==> src/param_bank_cfg.svh <==
// offsets, field positions, write masks and reset values of the bank
`ifndef PARAM_BANK_CFG_SVH
`define PARAM_BANK_CFG_SVH
`define PB_OFS_BUS_ADDR   5'h00
`define PB_OFS_CHAN_LIST  5'h01
`define PB_OFS_LED12      5'h02
`define PB_OFS_LED3       5'h03
`define PB_OFS_PROX_ALIGN 5'h05
`define PB_OFS_AMB_ALIGN  5'h06
`define PB_OFS_HISTORY    5'h19
`define PB_OFS_OFFSET     5'h1A
`define PB_OFS_RSVD_1B    5'h1B
`define PB_OFS_REC_TIME   5'h1C
`define PB_OFS_IR_COUNT   5'h1D
`define PB_OFS_IR_GAIN    5'h1E
`define PB_OFS_SELECT_A   5'h1F
`define PB_MASK_CHAN_LIST 8'h77
`define PB_MASK_LED12     8'h77
`define PB_MASK_LED3      8'h07
`define PB_MASK_PROX_AL   8'h70
`define PB_MASK_AMB_AL    8'h30
`define PB_MASK_IR_COUNT  8'h70
`define PB_MASK_IR_GAIN   8'h07
`define PB_MASK_SELECT_A  8'h20
`define PB_RST_ZERO       8'h00
`define PB_RST_LED12      8'h21
`define PB_RST_LED3       8'h04
`define PB_BIT_PROX_ONE   0
`define PB_BIT_PROX_TWO   1
`define PB_BIT_PROX_THREE 2
`define PB_BIT_AMB_VIS    4
`define PB_BIT_AMB_IR     5
`define PB_BIT_AUX        6
`define PB_BIT_PROX_ONE_AL   4
`define PB_BIT_PROX_TWO_AL   5
`define PB_BIT_PROX_THREE_AL 6
`define PB_BIT_AMB_B4_AL     4
`define PB_BIT_AMB_B5_AL     5
`endif

==> src/param_bank_pkg.sv <==
// types shared by the parameter bank
package param_bank_pkg;
    // measurement that produced a conversion
    typedef enum logic [2:0] {
        SRC_PROX_ONE   = 3'h0,
        SRC_PROX_TWO   = 3'h1,
        SRC_PROX_THREE = 3'h2,
        SRC_AMB_VIS    = 3'h3,
        SRC_AMB_IR     = 3'h4,
        SRC_AUX        = 3'h5
    } conv_source_t;

    // whole state of the bank
    typedef struct packed {
        logic [7:0]   bus_address_param;
        logic [7:0]   active_bus_address;
        logic [7:0]   channel_enable_list;
        logic [7:0]   prox_led_select_one_two;
        logic [7:0]   prox_led_select_three;
        logic [7:0]   prox_result_alignment;
        logic [7:0]   ambient_result_alignment;
        logic [7:0]   ambient_history_setting;
        logic [7:0]   converter_offset_setting;
        logic [7:0]   emitter_recovery_time;
        logic [7:0]   ambient_ir_recovery_count;
        logic [7:0]   ambient_ir_gain;
        logic [7:0]   ambient_select_a_ctl;
        logic [7:0]   rdata;
        logic         rdata_valid;
        logic [15:0]  result_data;
        logic         result_valid;
        conv_source_t result_source;
    } bank_state_t;
endpackage

==> src/sensor_channel_parameter_bank.sv <==
// indirectly addressed parameter bank with result alignment
`include "param_bank_cfg.svh"
`timescale 1ns/100ps
`default_nettype none
module sensor_channel_parameter_bank #(
    parameter logic [7:0] RESET_BUS_ADDRESS = 8'h00  // plain default
) (
    // clock and reset
    input  wire logic        sys_clk,
    input  wire logic        rst_n,
    // parameter command port from the command engine
    input  wire logic        parameter_write_cmd,
    input  wire logic        parameter_read_cmd,
    input  wire logic [4:0]  param_offset,
    input  wire logic [7:0]  param_wdata,
    output logic      [7:0]  param_rdata,
    output logic             param_rdata_valid,
    input  wire logic        apply_bus_address_cmd,
    output logic      [7:0]  active_bus_address,
    // channel enables
    output logic             prox_one_on,
    output logic             prox_two_on,
    output logic             prox_three_on,
    output logic             ambient_visible_channel_on,
    output logic             ambient_ir_channel_on,
    output logic             aux_channel_on,
    // emitter driver selections
    output logic      [2:0]  prox_one_driver_mask,
    output logic      [2:0]  prox_two_driver_mask,
    output logic      [2:0]  prox_three_driver_mask,
    // alignment flags
    output logic             prox_one_low_bits,
    output logic             prox_two_low_bits,
    output logic             prox_three_low_bits,
    output logic             ambient_bit5_low_bits,
    output logic             ambient_bit4_low_bits,
    // raw conversion in, aligned result out
    input  wire logic        conv_valid,
    input  wire logic [2:0]  conv_source,
    input  wire logic [16:0] conv_data,
    output logic             result_valid,
    output logic      [2:0]  result_source,
    output logic      [15:0] result_data
);
    param_bank_pkg::bank_state_t state;       // registered state
    param_bank_pkg::bank_state_t next_state;  // next value
    logic                        low_bits;    // alignment of this conv
    logic                        chan_on;     // channel of this conv on

    // pick enable and alignment for the arriving conversion
    always_comb begin
        low_bits = 1'b0;
        chan_on  = 1'b0;
        case (param_bank_pkg::conv_source_t'(conv_source))
            param_bank_pkg::SRC_PROX_ONE: begin
                chan_on  = state.channel_enable_list[`PB_BIT_PROX_ONE];
                low_bits = prox_one_low_bits;
            end
            param_bank_pkg::SRC_PROX_TWO: begin
                chan_on  = state.channel_enable_list[`PB_BIT_PROX_TWO];
                low_bits = prox_two_low_bits;
            end
            param_bank_pkg::SRC_PROX_THREE: begin
                chan_on  = state.channel_enable_list[`PB_BIT_PROX_THREE];
                low_bits = prox_three_low_bits;
            end
            param_bank_pkg::SRC_AMB_VIS: begin
                chan_on  = state.channel_enable_list[`PB_BIT_AMB_VIS];
                low_bits = ambient_bit5_low_bits;
            end
            param_bank_pkg::SRC_AMB_IR: begin
                chan_on  = state.channel_enable_list[`PB_BIT_AMB_IR];
                low_bits = ambient_bit4_low_bits;
            end
            param_bank_pkg::SRC_AUX: begin
                chan_on  = state.channel_enable_list[`PB_BIT_AUX];
                low_bits = 1'b0;  // auxiliary keeps the upper bits
            end
            default: begin
                chan_on  = 1'b0;  // unknown source is dropped
                low_bits = 1'b0;
            end
        endcase
    end

    // next state: writes, reads, address switch and result alignment
    always_comb begin
        next_state              = state;
        next_state.rdata_valid  = 1'b0;
        next_state.result_valid = 1'b0;
        // writes keep only implemented bits
        if (parameter_write_cmd) begin
            case (param_offset)
                `PB_OFS_BUS_ADDR:
                    next_state.bus_address_param = param_wdata;
                `PB_OFS_CHAN_LIST:
                    next_state.channel_enable_list =
                        param_wdata & `PB_MASK_CHAN_LIST;
                `PB_OFS_LED12:
                    next_state.prox_led_select_one_two =
                        param_wdata & `PB_MASK_LED12;
                `PB_OFS_LED3:
                    next_state.prox_led_select_three =
                        param_wdata & `PB_MASK_LED3;
                `PB_OFS_PROX_ALIGN:
                    next_state.prox_result_alignment =
                        param_wdata & `PB_MASK_PROX_AL;
                `PB_OFS_AMB_ALIGN:
                    next_state.ambient_result_alignment =
                        param_wdata & `PB_MASK_AMB_AL;
                `PB_OFS_HISTORY:
                    next_state.ambient_history_setting = param_wdata;
                `PB_OFS_OFFSET:
                    next_state.converter_offset_setting = param_wdata;
                `PB_OFS_REC_TIME:
                    next_state.emitter_recovery_time = param_wdata;
                `PB_OFS_IR_COUNT:
                    next_state.ambient_ir_recovery_count =
                        param_wdata & `PB_MASK_IR_COUNT;
                `PB_OFS_IR_GAIN:
                    next_state.ambient_ir_gain =
                        param_wdata & `PB_MASK_IR_GAIN;
                `PB_OFS_SELECT_A:
                    next_state.ambient_select_a_ctl =
                        param_wdata & `PB_MASK_SELECT_A;
                default: ;  // reserved and unmapped: ignored
            endcase
        end
        // reads return the value held before a same-cycle write
        if (parameter_read_cmd) begin
            next_state.rdata_valid = 1'b1;
            case (param_offset)
                `PB_OFS_BUS_ADDR:   next_state.rdata = state.bus_address_param;
                `PB_OFS_CHAN_LIST:
                    next_state.rdata = state.channel_enable_list;
                `PB_OFS_LED12:
                    next_state.rdata = state.prox_led_select_one_two;
                `PB_OFS_LED3:
                    next_state.rdata = state.prox_led_select_three;
                `PB_OFS_PROX_ALIGN:
                    next_state.rdata = state.prox_result_alignment;
                `PB_OFS_AMB_ALIGN:
                    next_state.rdata = state.ambient_result_alignment;
                `PB_OFS_HISTORY:
                    next_state.rdata = state.ambient_history_setting;
                `PB_OFS_OFFSET:
                    next_state.rdata = state.converter_offset_setting;
                `PB_OFS_REC_TIME:
                    next_state.rdata = state.emitter_recovery_time;
                `PB_OFS_IR_COUNT:
                    next_state.rdata = state.ambient_ir_recovery_count;
                `PB_OFS_IR_GAIN:    next_state.rdata = state.ambient_ir_gain;
                `PB_OFS_SELECT_A:
                    next_state.rdata = state.ambient_select_a_ctl;
                default:            next_state.rdata = `PB_RST_ZERO;
            endcase
        end
        // stored address takes over only on the command
        if (apply_bus_address_cmd) begin
            next_state.active_bus_address = state.bus_address_param;
        end
        // enabled channels yield an aligned 16-bit result
        if (conv_valid && chan_on) begin
            next_state.result_valid  = 1'b1;
            next_state.result_source =
                param_bank_pkg::conv_source_t'(conv_source);
            next_state.result_data   =
                low_bits ? conv_data[15:0] : conv_data[16:1];
        end
    end

    // register the whole state
    always_ff @(posedge sys_clk or negedge rst_n) begin
        if (!rst_n) begin
            state <= '{
                bus_address_param:         `PB_RST_ZERO,
                active_bus_address:        RESET_BUS_ADDRESS,
                channel_enable_list:       `PB_RST_ZERO,
                prox_led_select_one_two:   `PB_RST_LED12,
                prox_led_select_three:     `PB_RST_LED3,
                prox_result_alignment:     `PB_RST_ZERO,
                ambient_result_alignment:  `PB_RST_ZERO,
                ambient_history_setting:   `PB_RST_ZERO,
                converter_offset_setting:  `PB_RST_ZERO,
                emitter_recovery_time:     `PB_RST_ZERO,
                ambient_ir_recovery_count: `PB_RST_ZERO,
                ambient_ir_gain:           `PB_RST_ZERO,
                ambient_select_a_ctl:      `PB_RST_ZERO,
                rdata:                     `PB_RST_ZERO,
                rdata_valid:               1'b0,
                result_data:               16'h0000,
                result_valid:              1'b0,
                result_source:             param_bank_pkg::SRC_PROX_ONE
            };
        end else begin
            state <= next_state;
        end
    end

    // outputs straight from the state flops
    assign param_rdata       = state.rdata;
    assign param_rdata_valid = state.rdata_valid;
    assign active_bus_address = state.active_bus_address;
    assign prox_one_on   = state.channel_enable_list[`PB_BIT_PROX_ONE];
    assign prox_two_on   = state.channel_enable_list[`PB_BIT_PROX_TWO];
    assign prox_three_on = state.channel_enable_list[`PB_BIT_PROX_THREE];
    assign ambient_visible_channel_on =
        state.channel_enable_list[`PB_BIT_AMB_VIS];
    assign ambient_ir_channel_on = state.channel_enable_list[`PB_BIT_AMB_IR];
    assign aux_channel_on        = state.channel_enable_list[`PB_BIT_AUX];
    assign prox_one_driver_mask   = state.prox_led_select_one_two[2:0];
    assign prox_two_driver_mask   = state.prox_led_select_one_two[6:4];
    assign prox_three_driver_mask = state.prox_led_select_three[2:0];
    assign prox_one_low_bits =
        state.prox_result_alignment[`PB_BIT_PROX_ONE_AL];
    assign prox_two_low_bits =
        state.prox_result_alignment[`PB_BIT_PROX_TWO_AL];
    assign prox_three_low_bits =
        state.prox_result_alignment[`PB_BIT_PROX_THREE_AL];
    assign ambient_bit5_low_bits =
        state.ambient_result_alignment[`PB_BIT_AMB_B5_AL];
    assign ambient_bit4_low_bits =
        state.ambient_result_alignment[`PB_BIT_AMB_B4_AL];
    assign result_valid  = state.result_valid;
    assign result_source = state.result_source;
    assign result_data   = state.result_data;
endmodule
`default_nettype wire

==> config.mk <==
export PLATFORM = sky130hd
export DESIGN_NAME = sensor_channel_parameter_bank
export DESIGN_NICKNAME = d
export VERILOG_FILES = /design/src/param_bank_pkg.sv /design/src/sensor_channel_parameter_bank.sv
export VERILOG_INCLUDE_DIRS = /design/src /design/src/src
export SDC_FILE = /design/constraint.sdc
export NUM_CORES = 1
export LEC_CHECK = 0
export BUFFER_PORTS_ARGS = -buffer_cell sky130_fd_sc_hd__clkbuf_2
export CORE_UTILIZATION = 35
export CTS_BUF_LIST = sky130_fd_sc_hd__clkbuf_8
export DETAILED_ROUTE_END_ITERATION = 8
export HOLD_SLACK_MARGIN = 0.03
export PLACE_DENSITY_LB_ADDON = 0.2
export SYNTH_ARGS = -nofsm -noshare
export SYNTH_HDL_FRONTEND = slang
export SYNTH_SLANG_ARGS = --single-unit
==> constraint.sdc <==
create_clock -name sys_clk -period 3.4 [get_ports sys_clk]
set_clock_uncertainty 0.05 [all_clocks]
set_input_delay 0 -clock sys_clk [delete_from_list [all_inputs] [get_ports sys_clk]]
set_output_delay 0 -clock sys_clk [all_outputs]
set_load 0.02 [all_outputs]
# Word-level counts from Yosys, hierarchy flattened

Cells that the tools add are included.

Eq/ne operators: 16
Mux-type cells: 6
Reduce and logical (&&, ||, !) cells: 15

Operator list:

| kind                                                            | number |
|---|---|
| 8-bit case mux with 12 select lines                             | 1 |
| 5-bit == test, second input constant                            | 6 |
| 2-bit AND reduction                                             | 12 |
| 16-bit 2-to-1 mux                                               | 1 |
| 5-bit by 2-bit == test with 1-bit output, second input constant | 2 |
| 5-bit by 3-bit == test with 1-bit output, second input constant | 2 |
| 3-bit by 2-bit == test with 1-bit output, second input constant | 2 |
| 3-bit == test, second input constant                            | 2 |
| 1-bit case mux with 6 select lines                              | 1 |
| 5-bit by 1-bit == test with 1-bit output, second input constant | 1 |
| 5-bit logical NOT                                               | 1 |
| 1-bit case mux with 5 select lines                              | 1 |
| 4-bit 2-to-1 mux                                                | 1 |
| 3-bit by 1-bit == test with 1-bit output, second input constant | 1 |
| 3-bit logical NOT                                               | 1 |
| 1-bit logical AND                                               | 1 |
| 1-bit 2-to-1 mux                                                | 1 |

Flip-flop bits (word level): 96

# Longest topological paths before layout

Depth after elaboration: 4
Depth in mapped cells: 7
Depth with buffers taken out: 5

# Worst setup path before layout

OpenSTA, ideal clock, no wires.

Path kind: reg2reg
Start: register state, in the netlist ambient_visible_channel_on
End: register state, in the netlist result_source[0]
Library setup time: 0.125 ns
Arrival: 1.565 ns
Data required time: 3.225 ns
Setup slack: 1.661 ns
Stages on the path, launching flop included: 4
Buffers on the path: 0
Clock period less this slack: 1.739 ns
Path through: dfrtp_1 > mux4_2 > a22oi_2 > mux2_2

Longest elaborated chain between the ends: 2

Ends and longest elaborated chain:

| item                               | line                                 | text |
|---|---|---|
| start: declaration                 | sensor_channel_parameter_bank.sv:45  | `param_bank_pkg::bank_state_t state;` |
| start signal: assignment           | sensor_channel_parameter_bank.sv:175 | `state <= '{` |
| start signal: assignment           | sensor_channel_parameter_bank.sv:196 | `state <= next_state;` |
| 1-bit case mux with 6 select lines | sensor_channel_parameter_bank.sv:54  | `case (param_bank_pkg::conv_source_t'(conv_source))` |
| 1-bit logical AND                  | sensor_channel_parameter_bank.sv:163 | `if (conv_valid && chan_on) begin` |

Every way passes these cells.
A chain may end at the register's enable or synchronous reset.

# Final worst setup path

Start: register state, in the netlist prox_one_low_bits
End: register state, in the netlist result_data[14]

Longest elaborated chain between the ends: 2

Ends and longest elaborated chain:

| item                               | line                                 | text |
|---|---|---|
| 1-bit case mux with 5 select lines | sensor_channel_parameter_bank.sv:54  |  |
| 16-bit 2-to-1 mux                  | sensor_channel_parameter_bank.sv:168 | `low_bits ? conv_data[15:0] : conv_data[16:1];` |

Every way passes these cells.

==> metrics.md <==
| Metric | Value |
|---|---|
| Run status | `completed` |
| Share of layout cells above drive strength 1 | `41.6%` |
| Max cap viols | `0` |
| Largest family of logic cells by synthesized area | `multiplexers` |
| Initial Util | `36.1%` |
| CTS tree | `yes` |
| Synth cell count leaders | `93 x dfrtp_1, 73 x mux2_2, 46 x buf_4` |
| Post-synthesis adder-cell area fraction | `0%` |
| Pwr Density | `601 nW/µm²` |
| Worst EP arrival | `2.70 ns` |
| Sequential area share after synthesis | `50.1%` |
| Die width | `119 µm` |
| Clock Sinks | `96` |
| Syn nets | `430` |
| Syn Area/Cell | `12.3 µm²` |
| Die height | `119 µm` |
| Setup TNS | `0 ns` |
| CP startpoint kind | `flip-flop` |
| Remaining Overflow, GRT | `0` |
| Async SR Flop Fraction | `100%` |
| Final Max Tran Viols | `0` |
| TritonCTS Buffers | `9` |
| CTS HTree Levels | `3` |
| Vias | `3283` |
| Clock Pin Slew Worst Setup and Hold Paths | `0.09 ns` |
| Min Hold Slack | `0.0734 ns` |
| Initial DRC Count | `218` |
| CP Max Fanout | `16` |
| Root Buffer | `clkbuf_8` |
| Layout Utilization | `42.9%` |
| Share of the synthesized area in the top cell type | `48.4%` |
| First-pass GRT wire length | `19000 µm` |
| Std cell rows | `42` |
| Share of the cycle needed by the critical path after routing | `73.6%` |
| DR WL/cell | `18.1 µm` |
| HP Class | `in -> reg` |
| Post-synth EDFFs | `0` |
| Total Wirelength | `11900 µm` |
| RSZ-0062 raised after global routing | `no` |
| Cell Chain, Critical Path | `mux2i_1, o31ai_4, mux2i_1, dlygate4sd3_1, o21ai_1` |
| Leakage | `2.64 nW` |
| Detailed Routing Iterations Pass 1 | `4` |
| Antenna diode count | `0` |
| Routability cong. | `0.793` |
| Die area | `14200 µm²` |
| Post-synthesis simple-gate area fraction | `8.75%` |
| Worst-Margin Slew | `1.04 ns` |
| Core box area | `13300 µm²` |
| Slew headroom | `30.7%` |
| Fin crit period | `2.50 ns` |
| Post-synthesis mux area share | `22.0%` |
| Vias per cell | `5.00` |
| Vias in the first global route | `3318` |
| Crit. End Element | `flip-flop` |
| Worst Path Required | `3.60 ns` |
| IO buf count | `95` |
| Largest net degree at the start of global routing | `72` |
| Post-DRT Antenna Nets | `0` |
| Synth Area in XOR/XNOR | `0%` |
| Synth area leaders | `dfrtp_1 48%, mux2_2 17%, buf_4 7.2%` |
| Clock latency on the worst-skew pair | `0.38 ns` |
| Final setup vio count | `0` |
| Slowest-stage cell, CP | `o31ai_4` |
| Residual DRC count | `0` |
| Syn-to-layout area delta | `18.7%` |
| WS Path Type | `reg -> reg` |
| Clock tree buffer depth | `2` |
| Ys Warns | `0` |
| CP dominant cell by count | `mux2i_1` |
| Initial antenna violation count | `0` |
| Most frequent cell after synthesis | `dfrtp_1` |
| IO Count | `96` |
| DPL Wire Length | `8360 µm` |
| Final net count | `515` |
| Top_reg_cell synth | `dfrtp_1` |
| Post-synth top area cell | `dfrtp_1` |
| Total track usage | `17.7%` |
| Post-synthesis cell count | `391` |
| Synthesis-stage register bit count | `96` |
| Synthesized cell area | `4800 µm²` |
| Synth unique cells | `52` |
| Final hold violation count | `0` |
| Compound-Gate Fraction of Synth Area | `10.1%` |
| Post-cts resize count | `0` |
| Largest stage delay on the critical path | `0.84 ns` |
| Max rail drop VDD | `0.244 mV` |
| Maximum clock rate | `400 MHz` |
[path summary, 6_finish.rpt]
check | start | to | slack (ns) | cells past startpoint
worst max-delay path | prox_one_low_bits | result_data[14] | 0.90 | 5
worst min-delay path | conv_source[1] | result_source[2] | 0.07 | 4
worst max register to register | prox_one_low_bits | result_data[14] | 0.90 | 5
worst min register to register | result_data[1] | result_data[1] | 0.44 | 2
max in group asynchronous | rst_n | prox_one_driver_mask[0] | 2.08 | 3
min in group asynchronous | rst_n | result_data[9] | 0.26 | 2
[where the power goes]
group	total [W]	switching [W]	leakage, nW	internal, W
clock	0.000885	0.000405	0.127	0.000480
combinational	0.000941	0.000537	1.30	0.000404
sequential	0.00160	0.000185	1.22	0.00142
total	0.00343	0.00113	2.64	0.00230
[cell type report]
class	instances	area [µm²]
Tap cell	176	220
Fill cell	1282	7590
Multi-Input combinational cell	231	1960
Clock buffer	9	124
Sequential cell	96	2410
Inverter	2	7.51
Clock inverter	7	106
Timing Repair Buffer	136	883
[flip-flops by register name, summed over array words and instances, names as in the netlist, 3 cells and up]
signal	flops
prox_one_driver_mask	3
active_bus_address	8
result_data	16
result_source	3
prox_two_driver_mask	3
prox_three_driver_mask	3
state	39
param_rdata	8
[layer usage]
| layer | up-vias | wire (µm) | global-route usage (%) |
|---|---|---|---|
| met4 | 0 | 112 | 4.27 |
| met3 | 9 | 685 | 3.88 |
| li1 | 1547 | - | - |
| met5 | - | 0 | 0 |
| met2 | 107 | 5510 | 27.4 |
| met1 | 1620 | 5600 | 25.0 |
[placed cells by master (no fill, tap or decap), types with 2 or more instances in the layout]
master / instances
clkbuf_2: 94
dfrtp_1: 93
mux2_2: 73
dlygate4sd3_1: 39
nand2_1: 24
mux2i_1: 21
o21ai_0: 19
nand3_1: 13
clkbuf_8: 9
o2bb2ai_1: 8
a22oi_1: 8
nor2b_1: 6
nor2_1: 6
inv_1: 5
a22o_1: 5
a21oi_1: 4
nor3_1: 3
a32o_1: 3
and3_1: 3
bufinv_16: 3
buf_4: 3
dfstp_2: 3
or3b_4: 2
nor3_2: 2
nand4_1: 2
and3b_1: 2
a221o_1: 2
a221oi_1: 2
[cell families after synthesis]
kind of cell	Yosys count
flops	96
buf+inv	64
simple gates	73
mux	95
compound gates	63
[metrics by stage]
step	worst slack [ns]	power (W)	instance area, µm²	instances
floorplan	1.66	0.00239	4800	391
global placement	1.44	0.00251	5080	602
detailed placement	1.40	0.00253	5080	602
CTS	0.895	0.00347	5710	657
global route	0.712	0.00362	5710	657
finish	0.899	0.00343	5710	657
[worst max-delay path, delay by kind of cell (launching register included)]
family	cells	cell delay [ns]
flops	1	0.44
mux	2	0.41
buf+inv	1	0.57
compound gates	2	0.90
[timing repair]
action / CTS / global route
buffers inserted: 0 / 0
endpoints found under the hold margin: 146 / 0
hold buffers: 39 / 0
(Power assumes the default switching activity.)
